<file path="src/include/adc_rr_pkg.sv">
// Constants, register map and field layout of the round-robin ADC control block.
// Assumes a byte-wide register port and a 50 MHz system clock.
// How it works
// - Bit 0 of the event flags sets when a full 32-slot cycle completes.
// - Bit 1 sets on pen contact while biased; stays zero without a pen.
// - Bit 2 sets when the charge counter reaches half of full scale.
// - Mask bits 0..2 match the flags; one masks; masks reset to zero.
// - An unmasked set flag raises the host interrupt pin; masked flags do not.
// - Pause code 0 loops at once, 1..6 wait 4.5 ms steps, 7 never repeats.
// - Control bit 3 enables the charge counter.
// - Writing one to control bit 4 resets the charge counter.
// - The charge counter reset bit clears itself one cycle later.
// - Control bit 5 drives the pen-detect bias.
// - Bit 6 starts cycles; clearing it finishes the running cycle then stops.
// - Control bit 7 holds the converter at full power regardless of sleep.
// - Gain bits for channels 10..21 live in two registers; one means tenfold.
// - Gain bits of channels 10..13 are ignored while the touch screen is biased.
// - Each channel result splits into seven upper and three lower bits.
// - Bit 7 of the upper result reports the gain used for that conversion.
// - Each of 32 slots selects its channel in bits 4:0.
// - Slot bits 5, 6, 7 switch the X, Y and cross plate bias pairs.
package adc_rr_pkg;
  localparam int unsigned ADDR_W = 8;
  localparam int unsigned DATA_W = 8;
  localparam int unsigned NUM_SLOTS = 32;
  localparam int unsigned RES_W = 10;
  localparam logic [7:0] ADDR_EVENT_FLAGS = 8'h5f;
  localparam logic [7:0] ADDR_EVENT_MASKS = 8'h60;
  localparam logic [7:0] ADDR_SEQ_CTRL = 8'h61;
  localparam logic [7:0] ADDR_GAIN_LOW = 8'h62;
  localparam logic [7:0] ADDR_GAIN_HIGH = 8'h63;
  localparam logic [2:0] REGION_SLOT = 3'h4;
  localparam logic [2:0] REGION_RES_UPPER = 3'h5;
  localparam logic [2:0] REGION_RES_LOWER = 3'h6;
  localparam int unsigned EV_CYCLE = 0;
  localparam int unsigned EV_PEN = 1;
  localparam int unsigned EV_HALF = 2;
  localparam int unsigned EV_W = 3;
  localparam int unsigned CTL_CC_ON = 3;
  localparam int unsigned CTL_CC_ZERO = 4;
  localparam int unsigned CTL_PEN_BIAS = 5;
  localparam int unsigned CTL_GO = 6;
  localparam int unsigned CTL_FULL_PWR = 7;
  localparam logic [2:0] PAUSE_NONE = 3'h0;
  localparam logic [2:0] PAUSE_NO_LOOP = 3'h7;
  localparam int unsigned SLOT_X_BIAS = 5;
  localparam int unsigned SLOT_Y_BIAS = 6;
  localparam int unsigned SLOT_CROSS_BIAS = 7;
  localparam int unsigned GAIN_FIRST_CH = 10;
  localparam int unsigned GAIN_LAST_CH = 21;
  localparam int unsigned GAIN_TOUCH_LAST_CH = 13;
  localparam int unsigned GAIN_HIGH_W = 4;
  localparam logic [7:0] REG_RESET = 8'h00;
  localparam int unsigned CLK_MHZ = 50;
  localparam int unsigned PAUSE_STEP_US = 4500;
  localparam int unsigned PAUSE_STEP_CYC_DEF = PAUSE_STEP_US * CLK_MHZ;
  localparam int unsigned STEP_CNT_W = 21;
endpackage

</file>
<file path="src/hdl/adc_round_robin_control.sv">
// Round-robin ADC sequencer with its event, control, gain, slot and result registers.
// Assumes a synchronous byte register port and a converter that answers each start with done.
`timescale 1ns/1ps
`default_nettype none
module adc_round_robin_control #(
  parameter int unsigned PAUSE_STEP_CYC = adc_rr_pkg::PAUSE_STEP_CYC_DEF
) (
  input wire logic i_sys_clk,
  input wire logic i_reset_n,
  input wire logic i_reg_wr,
  input wire logic i_reg_rd,
  input wire logic [adc_rr_pkg::ADDR_W-1:0] i_reg_addr,
  input wire logic [adc_rr_pkg::DATA_W-1:0] i_reg_wdata,
  output logic [adc_rr_pkg::DATA_W-1:0] o_reg_rdata,
  input wire logic i_pen_contact,
  input wire logic i_cc_half_scale,
  input wire logic i_conv_done,
  input wire logic [adc_rr_pkg::RES_W-1:0] i_conv_data,
  output logic o_conv_start,
  output logic [4:0] o_slot_channel_number,
  output logic o_sample_amplification_flag,
  output logic o_x_plate_bias,
  output logic o_y_plate_bias,
  output logic o_cross_plate_bias,
  output logic o_converter_full_power,
  output logic o_charge_counter_on,
  output logic o_charge_counter_zero,
  output logic o_pen_bias_on,
  output logic o_host_irq_pin
);
  import adc_rr_pkg::*;

  typedef enum logic [1:0] {ST_IDLE, ST_CONVERT, ST_WAIT, ST_PAUSE} seq_state_t;

  localparam logic [STEP_CNT_W-1:0] STEP_LAST = STEP_CNT_W'(PAUSE_STEP_CYC - 1);
  localparam logic [4:0] SLOT_LAST = 5'(NUM_SLOTS - 1);

  logic [EV_W-1:0] flags_ff, nxt_flags;
  logic [EV_W-1:0] masks_ff, nxt_masks;
  logic [7:0] ctrl_ff, nxt_ctrl;
  logic [7:0] gain_low_ff, nxt_gain_low;
  logic [GAIN_HIGH_W-1:0] gain_high_ff, nxt_gain_high;
  logic [7:0] slot_ff [NUM_SLOTS];
  logic [7:0] nxt_slot [NUM_SLOTS];
  logic [RES_W:0] res_ff [NUM_SLOTS];
  logic [RES_W:0] nxt_res [NUM_SLOTS];
  logic [7:0] rdata_ff, nxt_rdata;
  logic pen_prev_ff, half_prev_ff;
  seq_state_t state_ff, nxt_state;
  logic [4:0] slot_idx_ff, nxt_slot_idx;
  logic [STEP_CNT_W-1:0] step_cnt_ff, nxt_step_cnt;
  logic [2:0] steps_left_ff, nxt_steps_left;

  logic [NUM_SLOTS-1:0] ch_gain;
  logic touch_biased, cycle_end, pen_event, half_event, go, go_write;
  logic [7:0] cur_slot;
  logic [4:0] cur_ch;
  logic [2:0] pause_code;

  assign cur_slot = slot_ff[slot_idx_ff];
  assign cur_ch = cur_slot[4:0];
  assign go = ctrl_ff[CTL_GO];
  assign pause_code = ctrl_ff[2:0];
  assign go_write = i_reg_wr && (i_reg_addr == ADDR_SEQ_CTRL) && i_reg_wdata[CTL_GO];
  assign touch_biased = ctrl_ff[CTL_PEN_BIAS] | (|cur_slot[SLOT_CROSS_BIAS:SLOT_X_BIAS]);
  assign cycle_end = (state_ff == ST_WAIT) && i_conv_done && (slot_idx_ff == SLOT_LAST);
  assign pen_event = i_pen_contact && !pen_prev_ff && ctrl_ff[CTL_PEN_BIAS];
  assign half_event = i_cc_half_scale && !half_prev_ff;

  // Channels outside 10..21 have no gain stage and always convert at unity.
  generate
    for (genvar c = 0; c < NUM_SLOTS; c++) begin : g_gain
      if (c >= GAIN_FIRST_CH && c <= GAIN_TOUCH_LAST_CH) begin : g_touch
        assign ch_gain[c] = gain_low_ff[c - GAIN_FIRST_CH] & ~touch_biased;
      end else if (c > GAIN_TOUCH_LAST_CH && c < GAIN_FIRST_CH + 8) begin : g_low
        assign ch_gain[c] = gain_low_ff[c - GAIN_FIRST_CH];
      end else if (c >= GAIN_FIRST_CH + 8 && c <= GAIN_LAST_CH) begin : g_high
        assign ch_gain[c] = gain_high_ff[c - GAIN_FIRST_CH - 8];
      end else begin : g_unity
        assign ch_gain[c] = 1'b0;
      end
    end
  endgenerate

  // Register file. Reading the event flags clears them, but a new event in
  // the same cycle survives so no completion is lost.
  always_comb begin
    nxt_flags = flags_ff;
    if (i_reg_rd && i_reg_addr == ADDR_EVENT_FLAGS) begin
      nxt_flags = '0;
    end
    if (cycle_end) begin
      nxt_flags[EV_CYCLE] = 1'b1;
    end
    if (pen_event) begin
      nxt_flags[EV_PEN] = 1'b1;
    end
    if (half_event) begin
      nxt_flags[EV_HALF] = 1'b1;
    end
    nxt_masks = masks_ff;
    nxt_ctrl = ctrl_ff;
    nxt_ctrl[CTL_CC_ZERO] = 1'b0;
    nxt_gain_low = gain_low_ff;
    nxt_gain_high = gain_high_ff;
    nxt_slot = slot_ff;
    if (i_reg_wr) begin
      case (i_reg_addr)
        ADDR_EVENT_MASKS: nxt_masks = i_reg_wdata[EV_W-1:0];
        ADDR_SEQ_CTRL: nxt_ctrl = i_reg_wdata;
        ADDR_GAIN_LOW: nxt_gain_low = i_reg_wdata;
        ADDR_GAIN_HIGH: nxt_gain_high = i_reg_wdata[GAIN_HIGH_W-1:0];
        default: begin
          if (i_reg_addr[7:5] == REGION_SLOT) begin
            nxt_slot[i_reg_addr[4:0]] = i_reg_wdata;
          end
        end
      endcase
    end
  end

  always_ff @(posedge i_sys_clk or negedge i_reset_n) begin
    if (!i_reset_n) begin
      flags_ff <= '0;
      masks_ff <= '0;
      ctrl_ff <= REG_RESET;
      gain_low_ff <= REG_RESET;
      gain_high_ff <= '0;
      slot_ff <= '{default: REG_RESET};
      pen_prev_ff <= 1'b0;
      half_prev_ff <= 1'b0;
    end else begin
      flags_ff <= nxt_flags;
      masks_ff <= nxt_masks;
      ctrl_ff <= nxt_ctrl;
      gain_low_ff <= nxt_gain_low;
      gain_high_ff <= nxt_gain_high;
      slot_ff <= nxt_slot;
      pen_prev_ff <= i_pen_contact;
      half_prev_ff <= i_cc_half_scale;
    end
  end

  // Read data is registered, so it appears one cycle after the strobe.
  always_comb begin
    nxt_rdata = rdata_ff;
    if (i_reg_rd) begin
      case (i_reg_addr)
        ADDR_EVENT_FLAGS: nxt_rdata = 8'(flags_ff);
        ADDR_EVENT_MASKS: nxt_rdata = 8'(masks_ff);
        ADDR_SEQ_CTRL: nxt_rdata = ctrl_ff;
        ADDR_GAIN_LOW: nxt_rdata = gain_low_ff;
        ADDR_GAIN_HIGH: nxt_rdata = 8'(gain_high_ff);
        default: begin
          case (i_reg_addr[7:5])
            REGION_SLOT: nxt_rdata = slot_ff[i_reg_addr[4:0]];
            REGION_RES_UPPER: nxt_rdata = res_ff[i_reg_addr[4:0]][RES_W:3];
            REGION_RES_LOWER: nxt_rdata = {5'h00, res_ff[i_reg_addr[4:0]][2:0]};
            default: nxt_rdata = 8'h00;
          endcase
        end
      endcase
    end
  end

  always_ff @(posedge i_sys_clk or negedge i_reset_n) begin
    if (!i_reset_n) begin
      rdata_ff <= 8'h00;
    end else begin
      rdata_ff <= nxt_rdata;
    end
  end

  // Sequencer. The pause counts whole 4.5 ms steps; a long counter is
  // cheaper than a divider per code.
  always_comb begin
    nxt_state = state_ff;
    nxt_slot_idx = slot_idx_ff;
    nxt_step_cnt = step_cnt_ff;
    nxt_steps_left = steps_left_ff;
    nxt_res = res_ff;
    case (state_ff)
      ST_IDLE: begin
        if (go_write) begin
          nxt_state = ST_CONVERT;
          nxt_slot_idx = 5'h00;
        end
      end
      ST_CONVERT: nxt_state = ST_WAIT;
      ST_WAIT: begin
        if (i_conv_done) begin
          nxt_res[cur_ch] = {ch_gain[cur_ch], i_conv_data};
          nxt_slot_idx = slot_idx_ff + 5'h01;
          nxt_state = ST_CONVERT;
          if (slot_idx_ff == SLOT_LAST) begin
            nxt_step_cnt = '0;
            nxt_steps_left = pause_code;
            if (!go || pause_code == PAUSE_NO_LOOP) begin
              nxt_state = ST_IDLE;
            end else if (pause_code != PAUSE_NONE) begin
              nxt_state = ST_PAUSE;
            end
          end
        end
      end
      ST_PAUSE: begin
        nxt_step_cnt = step_cnt_ff + 1'b1;
        if (!go) begin
          nxt_state = ST_IDLE;
        end else if (step_cnt_ff == STEP_LAST) begin
          nxt_step_cnt = '0;
          nxt_steps_left = steps_left_ff - 3'h1;
          if (steps_left_ff == 3'h1) begin
            nxt_state = ST_CONVERT;
            nxt_slot_idx = 5'h00;
          end
        end
      end
      default: nxt_state = ST_IDLE;
    endcase
  end

  always_ff @(posedge i_sys_clk or negedge i_reset_n) begin
    if (!i_reset_n) begin
      state_ff <= ST_IDLE;
      slot_idx_ff <= 5'h00;
      step_cnt_ff <= '0;
      steps_left_ff <= 3'h0;
      res_ff <= '{default: '0};
    end else begin
      state_ff <= nxt_state;
      slot_idx_ff <= nxt_slot_idx;
      step_cnt_ff <= nxt_step_cnt;
      steps_left_ff <= nxt_steps_left;
      res_ff <= nxt_res;
    end
  end

  assign o_reg_rdata = rdata_ff;
  assign o_conv_start = (state_ff == ST_CONVERT);
  assign o_slot_channel_number = cur_ch;
  assign o_sample_amplification_flag = ch_gain[cur_ch];
  assign o_x_plate_bias = cur_slot[SLOT_X_BIAS];
  assign o_y_plate_bias = cur_slot[SLOT_Y_BIAS];
  assign o_cross_plate_bias = cur_slot[SLOT_CROSS_BIAS];
  // Full power is forced by the control bit; otherwise only while converting.
  assign o_converter_full_power = ctrl_ff[CTL_FULL_PWR] |
    (state_ff == ST_CONVERT) | (state_ff == ST_WAIT);
  assign o_charge_counter_on = ctrl_ff[CTL_CC_ON];
  assign o_charge_counter_zero = ctrl_ff[CTL_CC_ZERO];
  assign o_pen_bias_on = ctrl_ff[CTL_PEN_BIAS];
  assign o_host_irq_pin = |(flags_ff & ~masks_ff);
endmodule // adc_round_robin_control
`default_nettype wire

</file>
<file path="config.mk">
export PLATFORM = sky130hd
export DESIGN_NAME = adc_round_robin_control
export DESIGN_NICKNAME = d
export VERILOG_FILES = /design/src/include/adc_rr_pkg.sv /design/src/hdl/adc_round_robin_control.sv
export SDC_FILE = /design/constraint.sdc
export NUM_CORES = 1
export LEC_CHECK = 0
export BUFFER_PORTS_ARGS = -buffer_cell sky130_fd_sc_hd__buf_2
export CAP_MARGIN = 20
export CORE_MARGIN = 5
export CORE_UTILIZATION = 25
export CTS_CLUSTER_SIZE = 40
export DETAILED_ROUTE_END_ITERATION = 12
export MAX_ROUTING_LAYER = met4
export SETUP_SLACK_MARGIN = 0.02
export SKIP_CTS_REPAIR_TIMING = 1
export SYNTH_ARGS = -nofsm -noshare
export SYNTH_HDL_FRONTEND = slang
export SYNTH_SLANG_ARGS = --single-unit
</file>
<file path="constraint.sdc">
create_clock -name i_sys_clk -period 5.6 [get_ports i_sys_clk]
set_input_delay 0.56 -clock i_sys_clk [delete_from_list [all_inputs] [get_ports i_sys_clk]]
set_output_delay 0.56 -clock i_sys_clk [all_outputs]
set_load 0.01 [all_outputs]
</file>
# Word level (Yosys, flattened, before mapping)
# Cells that the tools add are included.
[op_classes] mux=50 n_reduce_logical=34 bitwise_logic=14 n_lt_le_gt_ge=6 n_eq_ne=23 add_sub_neg=3
[ops] cell="$bwmux W352" n=1
[ops] cell="$bwmux W256" n=1
[ops] cell="$mux W21" n=4
[ops] cell="$bmux W8 S5" n=2
[ops] cell="$bmux W11 S5" n=1
[ops] cell="$demux W11 S5" n=1
[ops] cell="$pmux W21 S2" n=1
[ops] cell="$demux W8 S5" n=1
[ops] cell="$eq A8 B7 Y1 const B" n=5
[ops] cell="$mux W8" n=5
[ops] cell="$pmux W8 S5" n=1
[ops] cell="$mux W5" n=7
[ops] cell="$mux W11" n=3
[ops] cell="$pmux W8 S3" n=1
[ops] cell="$add A21 B1 Y21 const B" n=1
[ops] cell="$eq A21 B18 Y1 const B" n=1
[ops] cell="$ge A6 B6 Y1 const B" n=3
[ops] cell="$not A5 Y6" n=3
[ops] cell="$mux W2" n=8
[ops] cell="$mux W3" n=5
[ops] cell="$pmux W5 S3" n=1
[ops] cell="$eq A3 B3 Y1 const B" n=4
[ops] cell="$lt A6 B1 Y1 const B" n=2
[ops] cell="$logic_and A1 B1 Y1" n=10
[ops] cell="31 further kinds" n=58
[totals] regBits=675 out_inout_bits=23

# Depth between registers and ports, before layout
# Gate-level depths: netlist of the first run.
[logic_depth] depth_word=11 mapped_depth=13 depth_no_buf=10

# Worst setup path before layout of the first run
# Ideal clock, no wire load.
[synth_path] kind="register to output" from="register slot_idx_ff[0]" to="output port o_sample_amplification_flag" t_arrival_ps=2840 stages_incl_launch_ff=12 path_slack_ps=2200 t_required_ps=5040 cell_sequence="dfrtp_1 buf_6 buf_6 buf_6 buf_6 mux4_2 and2_1 a2111oi_0 o22ai_1 a2111oi_1 o211ai_1 o2111ai_1"
[synth_via] elab_chain_cells=10
[synth_rtl] element="start, declared" line_no="adc_round_robin_control.sv:50" source="logic [4:0] slot_idx_ff, nxt_slot_idx;"
[synth_rtl] element="start signal, assigned" line_no="adc_round_robin_control.sv:232" source="slot_idx_ff <= nxt_slot_idx;"
[synth_rtl] element="$not A5 Y6 (not written as such) (*)" line_no="adc_round_robin_control.sv:60" source="assign cur_slot = slot_ff[slot_idx_ff];"
[synth_rtl] element="$bmux W8 S5 (*)" line_no="adc_round_robin_control.sv:60"
[synth_rtl] element="$mux W8 (not written as such) (*) (2 in series)" line_no="adc_round_robin_control.sv:60"
[synth_rtl] element="$reduce_or A3 Y1" line_no="adc_round_robin_control.sv:65" source="assign touch_biased = ctrl_ff[CTL_PEN_BIAS] | (|cur_slot[SLOT_CROSS_BIAS:SLOT_X_BIAS]);"
[synth_rtl] element="$or A1 B1 Y1" line_no="adc_round_robin_control.sv:65"
[synth_rtl] element="$not A1 Y1" line_no="adc_round_robin_control.sv:74" source="assign ch_gain[c] = gain_low_ff[c - GAIN_FIRST_CH] & ~touch_biased;"
[synth_rtl] element="$and A1 B1 Y1" line_no="adc_round_robin_control.sv:74"
[synth_rtl] element="$bmux W1 S5 (*)" line_no="adc_round_robin_control.sv:242" source="assign o_sample_amplification_flag = ch_gain[cur_ch];"
[synth_rtl] element="$mux W1 (not written as such) (*)" line_no="adc_round_robin_control.sv:242"
[synth_rtl] element="end, declared" line_no="adc_round_robin_control.sv:21" source="output logic o_sample_amplification_flag,"
# Every way passes the cells marked *; elsewhere a longest branch is shown, timed or not. The select of a mux whose other input is x is not followed.

# Worst setup path after layout of the first run
# Ends and elaborated chain as after synthesis.

==> results of run 1 <==
## cell type report
cell class              count  area share, %
diodes                      6         0.0398
clock buffers             100           5.46
well taps                1755           5.82
flip-flops and latches    675           44.8
repair buffers            113           2.39
inverters                  28          0.285
multi-input cells        1471           40.5
clock inverters            25          0.667
## metal layers
| metal | share of wire (%) | wire [um] |
|---|---|---|
| met1 | 44 | 42200 |
| met2 | 46 | 44200 |
| met3 | 7.4 | 7120 |
| met4 | 3.2 | 3120 |
| met5 | 0 | 0 |
## power groups by stage
stage | logic, mW | registers, mW | clock network (mW)
floorplan | 0.864 | 5.20 | 0
global placement | 1.24 | 5.29 | 0
detailed placement | 1.25 | 5.30 | 0
CTS | 1.25 | 5.21 | 4.85
global route | 1.39 | 5.21 | 5.03
finish | 1.30 | 5.20 | 4.75
## worst max-delay path, cell delays in order (launching register included)
cell and delay (ps):
dfrtp_4 700, buf_4 360, mux4_2 580, mux2_2 320, a2111oi_1 660, o21bai_1 240, a2111oi_1 370, o211ai_1 170
o2111ai_1 370, buf_4 230, buf_2 130
## cells in the mapped netlist, drive strengths merged (27+ instances only)
| cell type | count | area [um^2] |
|---|---|---|
| dfrtp | 675 | 16900 |
| mux2 | 562 | 6330 |
| mux4 | 191 | 4300 |
| nand2 | 126 | 475 |
| clkbuf | 119 | 448 |
| a22oi | 90 | 676 |
| o21ai | 85 | 429 |
| buf | 76 | 438 |
| mux2i | 63 | 631 |
| nor2 | 45 | 171 |
| nand3 | 39 | 195 |
| nor2b | 36 | 225 |
| a21oi | 27 | 135 |
| inv | 27 | 104 |
## logic make-up (layout without fill, tap and decap cells)
logic type | Yosys count | in the layout | synth area share (%)
other cells | 0 | 6 | 0
simple gates | 365 | 365 | 5.75
flops | 675 | 675 | 51.1
compound gates | 271 | 271 | 5.58
xor+xnor | 14 | 14 | 0.371
fa+ha+maj | 5 | 5 | 0.189
mux | 816 | 816 | 34.0
buf+inv | 223 | 266 | 3.00
## sequential cells by signal, indices dropped and copies added (netlist names), 4 cells and up
signal	count
step_cnt_ff	21
slot_ff	256
res_ff	352
ctrl_ff	8
gain_low_ff	8
slot_idx_ff	5
o_reg_rdata	8
gain_high_ff	4
## how the worst min path moves through the flow
| stage | startpoint | to | slack (ps) |
|---|---|---|---|
| finish | i_reset_n | slot_ff[176]$_DFFE_PN0P_ | 6 |
| CTS | i_cc_half_scale | half_prev_ff$_DFF_PN0_ | 20 |
| detailed placement | half_prev_ff$_DFF_PN0_ | flags_ff[2]$_DFFE_PN0P_ | 430 |
| global placement | half_prev_ff$_DFF_PN0_ | flags_ff[2]$_DFFE_PN0P_ | 420 |
| global route | i_cc_half_scale | half_prev_ff$_DFF_PN0_ | 10 |
| floorplan | i_reset_n | ctrl_ff[0]$_DFFE_PN0P_ | 260 |
==> flow_metrics.py, run 1 <==
metrics = {
    "status": {
        "status": "finished, final reports clean",
    },
    "floorplan": {
        "coreArea_um2": 131000,
        "dieArea_um2": 140000,
        "start_util_pct": 25.2,
        "rows": 133,
        "die_w_um": 374,
        "die_h_um": 374,
        "io_pins": 56,
    },
    "setup_path": {
        "worstReg2RegStart": "slot_idx_ff[0]$_DFFE_PN0P_",
        "start_kind": "register",
        "required_ps": 5040,
        "worstSetupPathType": "reg -> out",
        "endpoint_kind": "primary output",
        "reg2reg_depth": 8,
        "cp_max_fo": 15,
        "reg2reg_to": "res_ff[206]$_DFFE_PN0P_",
        "crit_arrival_ps": 4770,
        "endpoint": "o_sample_amplification_flag",
        "crit_path_start": "slot_idx_ff[0]$_DFFE_PN0P_",
        "r2r_slack_ps": 1230,
    },
    "placement": {
        "pre_cts_slack_ps": 828,
        "placed_area_um2": 35300,
        "place_congestion": 0.909,
        "post-dp-hpwl_um": 63800,
        "io_buffer_count": 55,
        "post-place-cells": 4040,
    },
    "final_layout": {
        "layout.nets": 2397,
        "layout.cells.non_filler": 4173,
        "final_common_cell": "dfrtp_1",
        "regArea_um2": 16900,
        "mostFrequentLayoutCells": "dfrtp_1, mux2_2, mux4_2",
        "design_area_um2": 37700,
        "nFillCells": 13300,
        "area_delta_synth_final_pct": 14.0,
        "final_core_util_pct": 28.7,
        "drive_gt1_share_pct": 41.6,
        "multiInputGateArea_um2": 15300,
    },
    "timing": {
        "setup_ws_ps": 269,
        "hold_viol_final": 0,
        "whs_ps": 5.65,
        "slew_viol_final": 0,
        "period_share_pct": 95.2,
        "fmax_mhz": 188,
        "rsz0062_at_grt": "no",
        "slew-limit-headroom_pct": 26.9,
        "worstMarginPinSlew_ps": 1090,
        "finalClockSkew_ps": 28.8,
        "setup_viol": 0,
        "period_minus_slack_ps": 5330,
        "finalSetupTns_ps": 0,
    },
    "route": {
        "drc_errors": 0,
        "drtIter0Drc": 1960,
        "wl_per_cell_um": 23.2,
        "vias_per_cell": 5.03,
        "wl_um": 96700,
        "ant_nets": 0,
        "vias": 21000,
        "first_pass_iters": 6,
    },
    "clock_tree": {
        "cts_max_level": 3,
        "clk_latency_ps": 640,
        "cts.clk_slew.worst_paths_ps": 70,
        "clock-sinks": 675,
        "root_buffer": "clkbuf_16",
        "cts_buffers": 70,
        "cts_tree": "done",
        "clock_path_buffers": 3,
    },
    "global_route": {
        "grt_max_degree": 157,
        "globalRouteTotalUtil_pct": 13.9,
        "met3_usage_pct": 3.92,
        "grt_use_met2_pct": 21.2,
        "met1_usage_pct": 18.3,
        "grt_pass1_vias": 21300,
        "grt_pass1_wl_um": 145000,
        "busiest_layer": "met2",
        "antenna_found_initial": 12,
        "grt.overflow.total": 0,
    },
    "synth": {
        "synth_cells": 2369,
        "synth_area_um2": 33100,
        "yosysUniqueCellTypes": 76,
        "ys_seq_area_share_pct": 51.1,
        "synth_edf_count": 0,
        "synth_warnings": 0,
        "synthArstFlopShare_pct": 100,
        "syn_avg_cell_area_um2": 14.0,
        "syn-num-nets": 2407,
        "synth-main-ff-cell": "dfrtp_1",
        "yosys_register_bits": 675,
    },
    "power": {
        "seqPwrFrac_pct": 46.2,
        "power_frac_clock_pct": 42.2,
        "power_density_nw_per_um2": 298,
        "pwr-share-comb_pct": 11.6,
        "finalPower_mw": 11.3,
        "ir_drop_v": 0.000190,
        "internal_power_mw": 8.31,
        "switchingPower_mw": 2.94,
        "switching_share_pct": 26.1,
        "p_leak_nw": 16.8,
    },
    "min_path": {
        "hold_class": "in -> async",
    },
    "run": {
        "cap_violations": 0,
    },
}
No activity file was read; power rests on OpenSTA's default activity.
==> run 2, diff against run 1 <==
Settings changed: CTS_CLUSTER_SIZE 40 to 30, PLACE_DENSITY from default to 0.48.
==> flow_metrics.py, run 2 (synthesized netlist as in run 1, its figures left out) <==
metrics = {
    "final_layout": {
        "top_register": "res_ff",
        "regArea_um2": 16900,
        "nFillCells": 13300,
        "layout.cells.non_filler": 4185,
        "multiInputGateArea_um2": 15300,
        "reg_top3": "res_ff: 352 flops, slot_ff: 256 flops, step_cnt_ff: 21 flops",
        "final_common_cell": "dfrtp_1",
        "layout.nets": 2406,
        "area_delta_synth_final_pct": 14.3,
        "drive_gt1_share_pct": 41.7,
        "final_core_util_pct": 28.8,
        "largest_register_ffs": 352,
        "mostFrequentLayoutCells": "dfrtp_1, mux2_2, mux4_2",
    },
    "floorplan": {
        "io_pins": 56,
        "die_h_um": 374,
        "dieArea_um2": 140000,
        "die_w_um": 374,
        "rows": 133,
        "coreArea_um2": 131000,
        "start_util_pct": 25.2,
    },
    "setup_path": {
        "crit_arrival_ps": 4790,
        "worstReg2RegStart": "slot_idx_ff[0]$_DFFE_PN0P_",
        "reg2reg_depth": 9,
        "reg2reg_to": "res_ff[333]$_DFFE_PN0P_",
        "worstSetupPathType": "reg -> out",
        "required_ps": 5040,
        "endpoint_kind": "primary output",
        "r2r_slack_ps": 810,
        "start_kind": "register",
        "cp_max_fo": 32,
    },
    "route": {
        "routed.top_layer": "met4",
        "vias_per_cell": 5.05,
        "wl_met2_um": 50400,
        "wl_per_cell_um": 25.1,
        "first_pass_iters": 7,
        "wl_met3_um": 6120,
        "ant_nets": 0,
        "wl_met1_um": 45300,
        "vias": 21100,
        "drtIter0Drc": 1694,
        "wl_um": 105000,
        "drc_errors": 0,
    },
    "timing": {
        "period_minus_slack_ps": 5350,
        "slew-limit-headroom_pct": 27.0,
        "fmax_mhz": 187,
        "worstMarginPinSlew_ps": 1090,
        "slew_viol_final": 0,
        "hold_viol_final": 0,
        "finalClockSkew_ps": 21.2,
        "finalSetupTns_ps": 0,
        "rsz0062_at_grt": "no",
        "period_share_pct": 95.6,
        "setup_viol": 0,
        "whs_ps": 1.53,
    },
    "global_route": {
        "grt_pass1_vias": 22300,
        "grt_max_degree": 158,
        "antenna_found_initial": 8,
        "grt_pass1_wl_um": 157000,
        "grt.overflow.total": 0,
        "globalRouteTotalUtil_pct": 15.3,
    },
    "clock_tree": {
        "clock_path_buffers": 3,
        "clk_latency_ps": 660,
        "root_buffer": "clkbuf_16",
        "cts.clk_slew.worst_paths_ps": 60,
        "cts_tree": "done",
        "clock-sinks": 675,
        "cts_max_level": 3,
        "cts_buffers": 75,
    },
    "placement": {
        "post-dp-hpwl_um": 70700,
        "io_buffer_count": 55,
        "post-place-cells": 4043,
        "place_congestion": 0.927,
    },
    "status": {
        "status": "finished, final reports clean",
    },
    "power": {
        "p_leak_nw": 16.9,
        "power_density_nw_per_um2": 304,
        "ir_drop_v": 0.000203,
    },
    "min_path": {
        "hold_class": "in -> async",
    },
    "run": {
        "cap_violations": 0,
    },
}
-- run 2: cell count changes in the layout (fill, tap and decap cells not counted), moves of 3 or more --
cell and change:
buf_12 -3, clkbuf_1 +6, clkbuf_8 +7, diode_2 -5
clkbuf_16 +3, buf_4 +6
-- run 2: cell type report --
class,instances,share of cell area (%)
sequential,675,44.7
multi-input combinational,1471,40.4
clock buffer,116,5.95
tap,1755,5.81
timing repair buffer,117,2.29
clock inverter,22,0.586
inverter,28,0.285
antenna,1,0.00662
-- run 2: how the worst max path moves through the flow --
stage	slack [ps]	cells after the start	start	endpoint
2_1_floorplan	2200	11	slot_idx_ff[0]$_DFFE_PN0P_	o_sample_amplification_flag
3_3_place_gp	820	9	slot_idx_ff[1]$_DFFE_PN0P_	o_sample_amplification_flag
3_5_place_dp	790	10	slot_idx_ff[0]$_DFFE_PN0P_	o_sample_amplification_flag
4_1_cts	60	10	slot_idx_ff[0]$_DFFE_PN0P_	o_sample_amplification_flag
5_1_grt	20	9	slot_idx_ff[0]$_DFFE_PN0P_	o_sample_amplification_flag
6_report	250	9	slot_idx_ff[0]$_DFFE_PN0P_	o_sample_amplification_flag
-- run 2: critical path: stages, from the launching register on --
cell and delay [ps]:
dfrtp_4 810, buf_12 330, mux4_2 540, mux2i_1 330
nor2_1 120, o41ai_4 650, inv_4 130, or4_1 720
o2111ai_2 230, buf_2 210
-- run 2: layer usage --
metal,vias to the layer above,GRT usage [%]
met1,11400,19.7
met3,175,3.17
met2,623,24.5
met5,-,-
li1,8911,-
met4,0,4.53
-- run 2: stage by stage --
stage | total power [mW] | setup WS [ps] | area (um^2)
global placement | 6.55 | 815 | 35300
global route | 12.0 | 22.6 | 37800
floorplan | 6.06 | 2200 | 33100
detailed placement | 6.59 | 795 | 35300
finish | 11.5 | 248 | 37800
CTS | 11.7 | 61.9 | 37800
-- run 2: power breakdown --
part | switching, mW | total [mW] | internal [mW]
logic | 0.765 | 1.27 | 0.510
clock network | 2.09 | 5.01 | 2.92
registers | 0.179 | 5.22 | 5.04
==> run 3, diff against run 2 <==
Settings changed: CORE_UTILIZATION 25 to 45, PLACE_DENSITY 0.48 to 0.69.
==> flow_metrics.py, run 3 (synthesized netlist as in run 1, its figures left out) <==
metrics = {
    "status": {
        "status": "finished, final reports clean",
    },
    "route": {
        "wl_met3_um": 7090,
        "ant_nets": 0,
        "drtIter0Drc": 2025,
        "vias_per_cell": 6.27,
        "wl_um": 92000,
        "routed.top_layer": "met4",
        "wl_met1_um": 37200,
        "drc_errors": 0,
        "first_pass_iters": 6,
        "wl_met2_um": 43400,
        "vias": 21100,
        "wl_per_cell_um": 27.3,
    },
    "placement": {
        "place_congestion": 0.941,
        "post-dp-hpwl_um": 60600,
        "pre_cts_slack_ps": 860,
        "io_buffer_count": 55,
    },
    "clock_tree": {
        "cts_buffers": 71,
        "clk_latency_ps": 620,
        "clock_path_buffers": 3,
        "root_buffer": "clkbuf_16",
        "clock-sinks": 675,
        "cts_max_level": 3,
        "cts_tree": "done",
        "cts.clk_slew.worst_paths_ps": 60,
    },
    "min_path": {
        "hold_class": "in -> async",
    },
    "setup_path": {
        "crit_path_start": "slot_idx_ff[1]$_DFFE_PN0P_",
        "endpoint_kind": "primary output",
        "worstReg2RegStart": "slot_idx_ff[0]$_DFFE_PN0P_",
        "required_ps": 5040,
        "crit_arrival_ps": 4800,
        "start_kind": "register",
        "worstSetupPathType": "reg -> out",
        "reg2reg_depth": 8,
        "cp_max_fo": 43,
        "r2r_slack_ps": 1050,
        "reg2reg_to": "res_ff[31]$_DFFE_PN0P_",
    },
    "global_route": {
        "grt_pass1_vias": 21900,
        "antenna_found_initial": 4,
        "grt_pass1_wl_um": 141000,
        "grt_max_degree": 174,
        "grt.overflow.total": 0,
        "globalRouteTotalUtil_pct": 24.1,
    },
    "floorplan": {
        "dieArea_um2": 79000,
        "die_h_um": 281,
        "die_w_um": 281,
        "rows": 99,
        "coreArea_um2": 73000,
        "start_util_pct": 45.3,
        "io_pins": 56,
    },
    "final_layout": {
        "area_delta_synth_final_pct": 11.0,
        "top_register": "res_ff",
        "largest_register_ffs": 352,
        "drive_gt1_share_pct": 41.3,
        "reg_top3": "res_ff: 352 flops, slot_ff: 256 flops, step_cnt_ff: 21 flops",
        "final_common_cell": "dfrtp_1",
        "layout.nets": 2392,
        "mostFrequentLayoutCells": "dfrtp_1, mux2_2, mux4_2",
    },
    "timing": {
        "hold_viol_final": 0,
        "rsz0062_at_grt": "no",
        "period_minus_slack_ps": 5360,
        "slew_viol_final": 0,
        "finalSetupTns_ps": 0,
        "setup_viol": 0,
        "period_share_pct": 95.7,
        "worstMarginPinSlew_ps": 1240,
        "slew-limit-headroom_pct": 17.1,
        "fmax_mhz": 187,
        "setup_ws_ps": 240,
        "finalClockSkew_ps": 11.5,
    },
    "run": {
        "cap_violations": 0,
    },
    "power": {
        "p_leak_nw": 16.8,
        "power_density_nw_per_um2": 312,
        "ir_drop_v": 0.000266,
    },
}
==> run 3: changes by cell type in the layout (fill, tap and decap cells not counted), sizes merged <==
cell and delta:
clkbuf -15, buf -7, bufinv +7, inv -4, clkinv -3, diode +3, dlygate4sd3 -2, dlymetal6s2s -1
==> run 3: how the worst max path moves through the flow <==
| stage | slack, ps | end | depth (start not counted) |
|---|---|---|---|
| after floorplan | 2200 | o_sample_amplification_flag | 11 |
| after global placement | 860 | o_sample_amplification_flag | 10 |
| after detailed placement | 860 | o_sample_amplification_flag | 10 |
| after CTS | 180 | o_sample_amplification_flag | 10 |
| after global routing | 80 | o_sample_amplification_flag | 9 |
| final | 240 | o_sample_amplification_flag | 10 |
==> run 3: metal layers <==
metal / vias to the layer above / GRT usage (%)
li1: 8881 / -
met4: 0 / 9.68
met3: 229 / 6.33
met1: 11200 / 30.8
met5: - / -
met2: 814 / 37.0
==> run 3: final cells by class <==
cell class / instances / area [um^2]
flip-flops and latches: 675 / 16900
clock inverters: 22 / 385
repair buffers: 107 / 787
fillers: 6099 / 36200
inverters: 28 / 108
multi-input cells: 1471 / 15300
diodes: 4 / 10.0
clock buffers: 101 / 2080
well taps: 959 / 1200
==> run 3: critical path, cell delays in order (launching register included) <==
cell and delay (ps):
dfrtp_4 880, buf_6 420, buf_4 260, mux4_2 300
mux2_2 280, a211oi_1 420, o22ai_1 350, a2111oi_1 460
o211ai_1 160, o2111ai_1 340, buf_2 250
==> run 3: report_power, final <==
part / internal (mW) / total (mW) / switching [mW]
combinational: 0.498 / 1.22 / 0.721
sequential: 5.04 / 5.22 / 0.182
clock: 3.05 / 5.01 / 1.96
total: 8.59 / 11.5 / 2.87
==> run 3: stage by stage <==
step | hold slack, ps | util (%) | instances | total power, mW | area [um^2]
4_1_cts | 12.4 | 50.3 | 3360 | 11.5 | 36700
6_report | 0.112 | 50.4 | 3367 | 11.5 | 36700
5_1_grt | 54.3 | 50.4 | 3367 | 11.9 | 36700
3_5_place_dp | 449 | 46.9 | 3237 | 6.52 | 34200
3_3_place_gp | 420 | 46.9 | 3237 | 6.47 | 34200
2_1_floorplan | 264 | - | 2369 | 6.06 | 33100
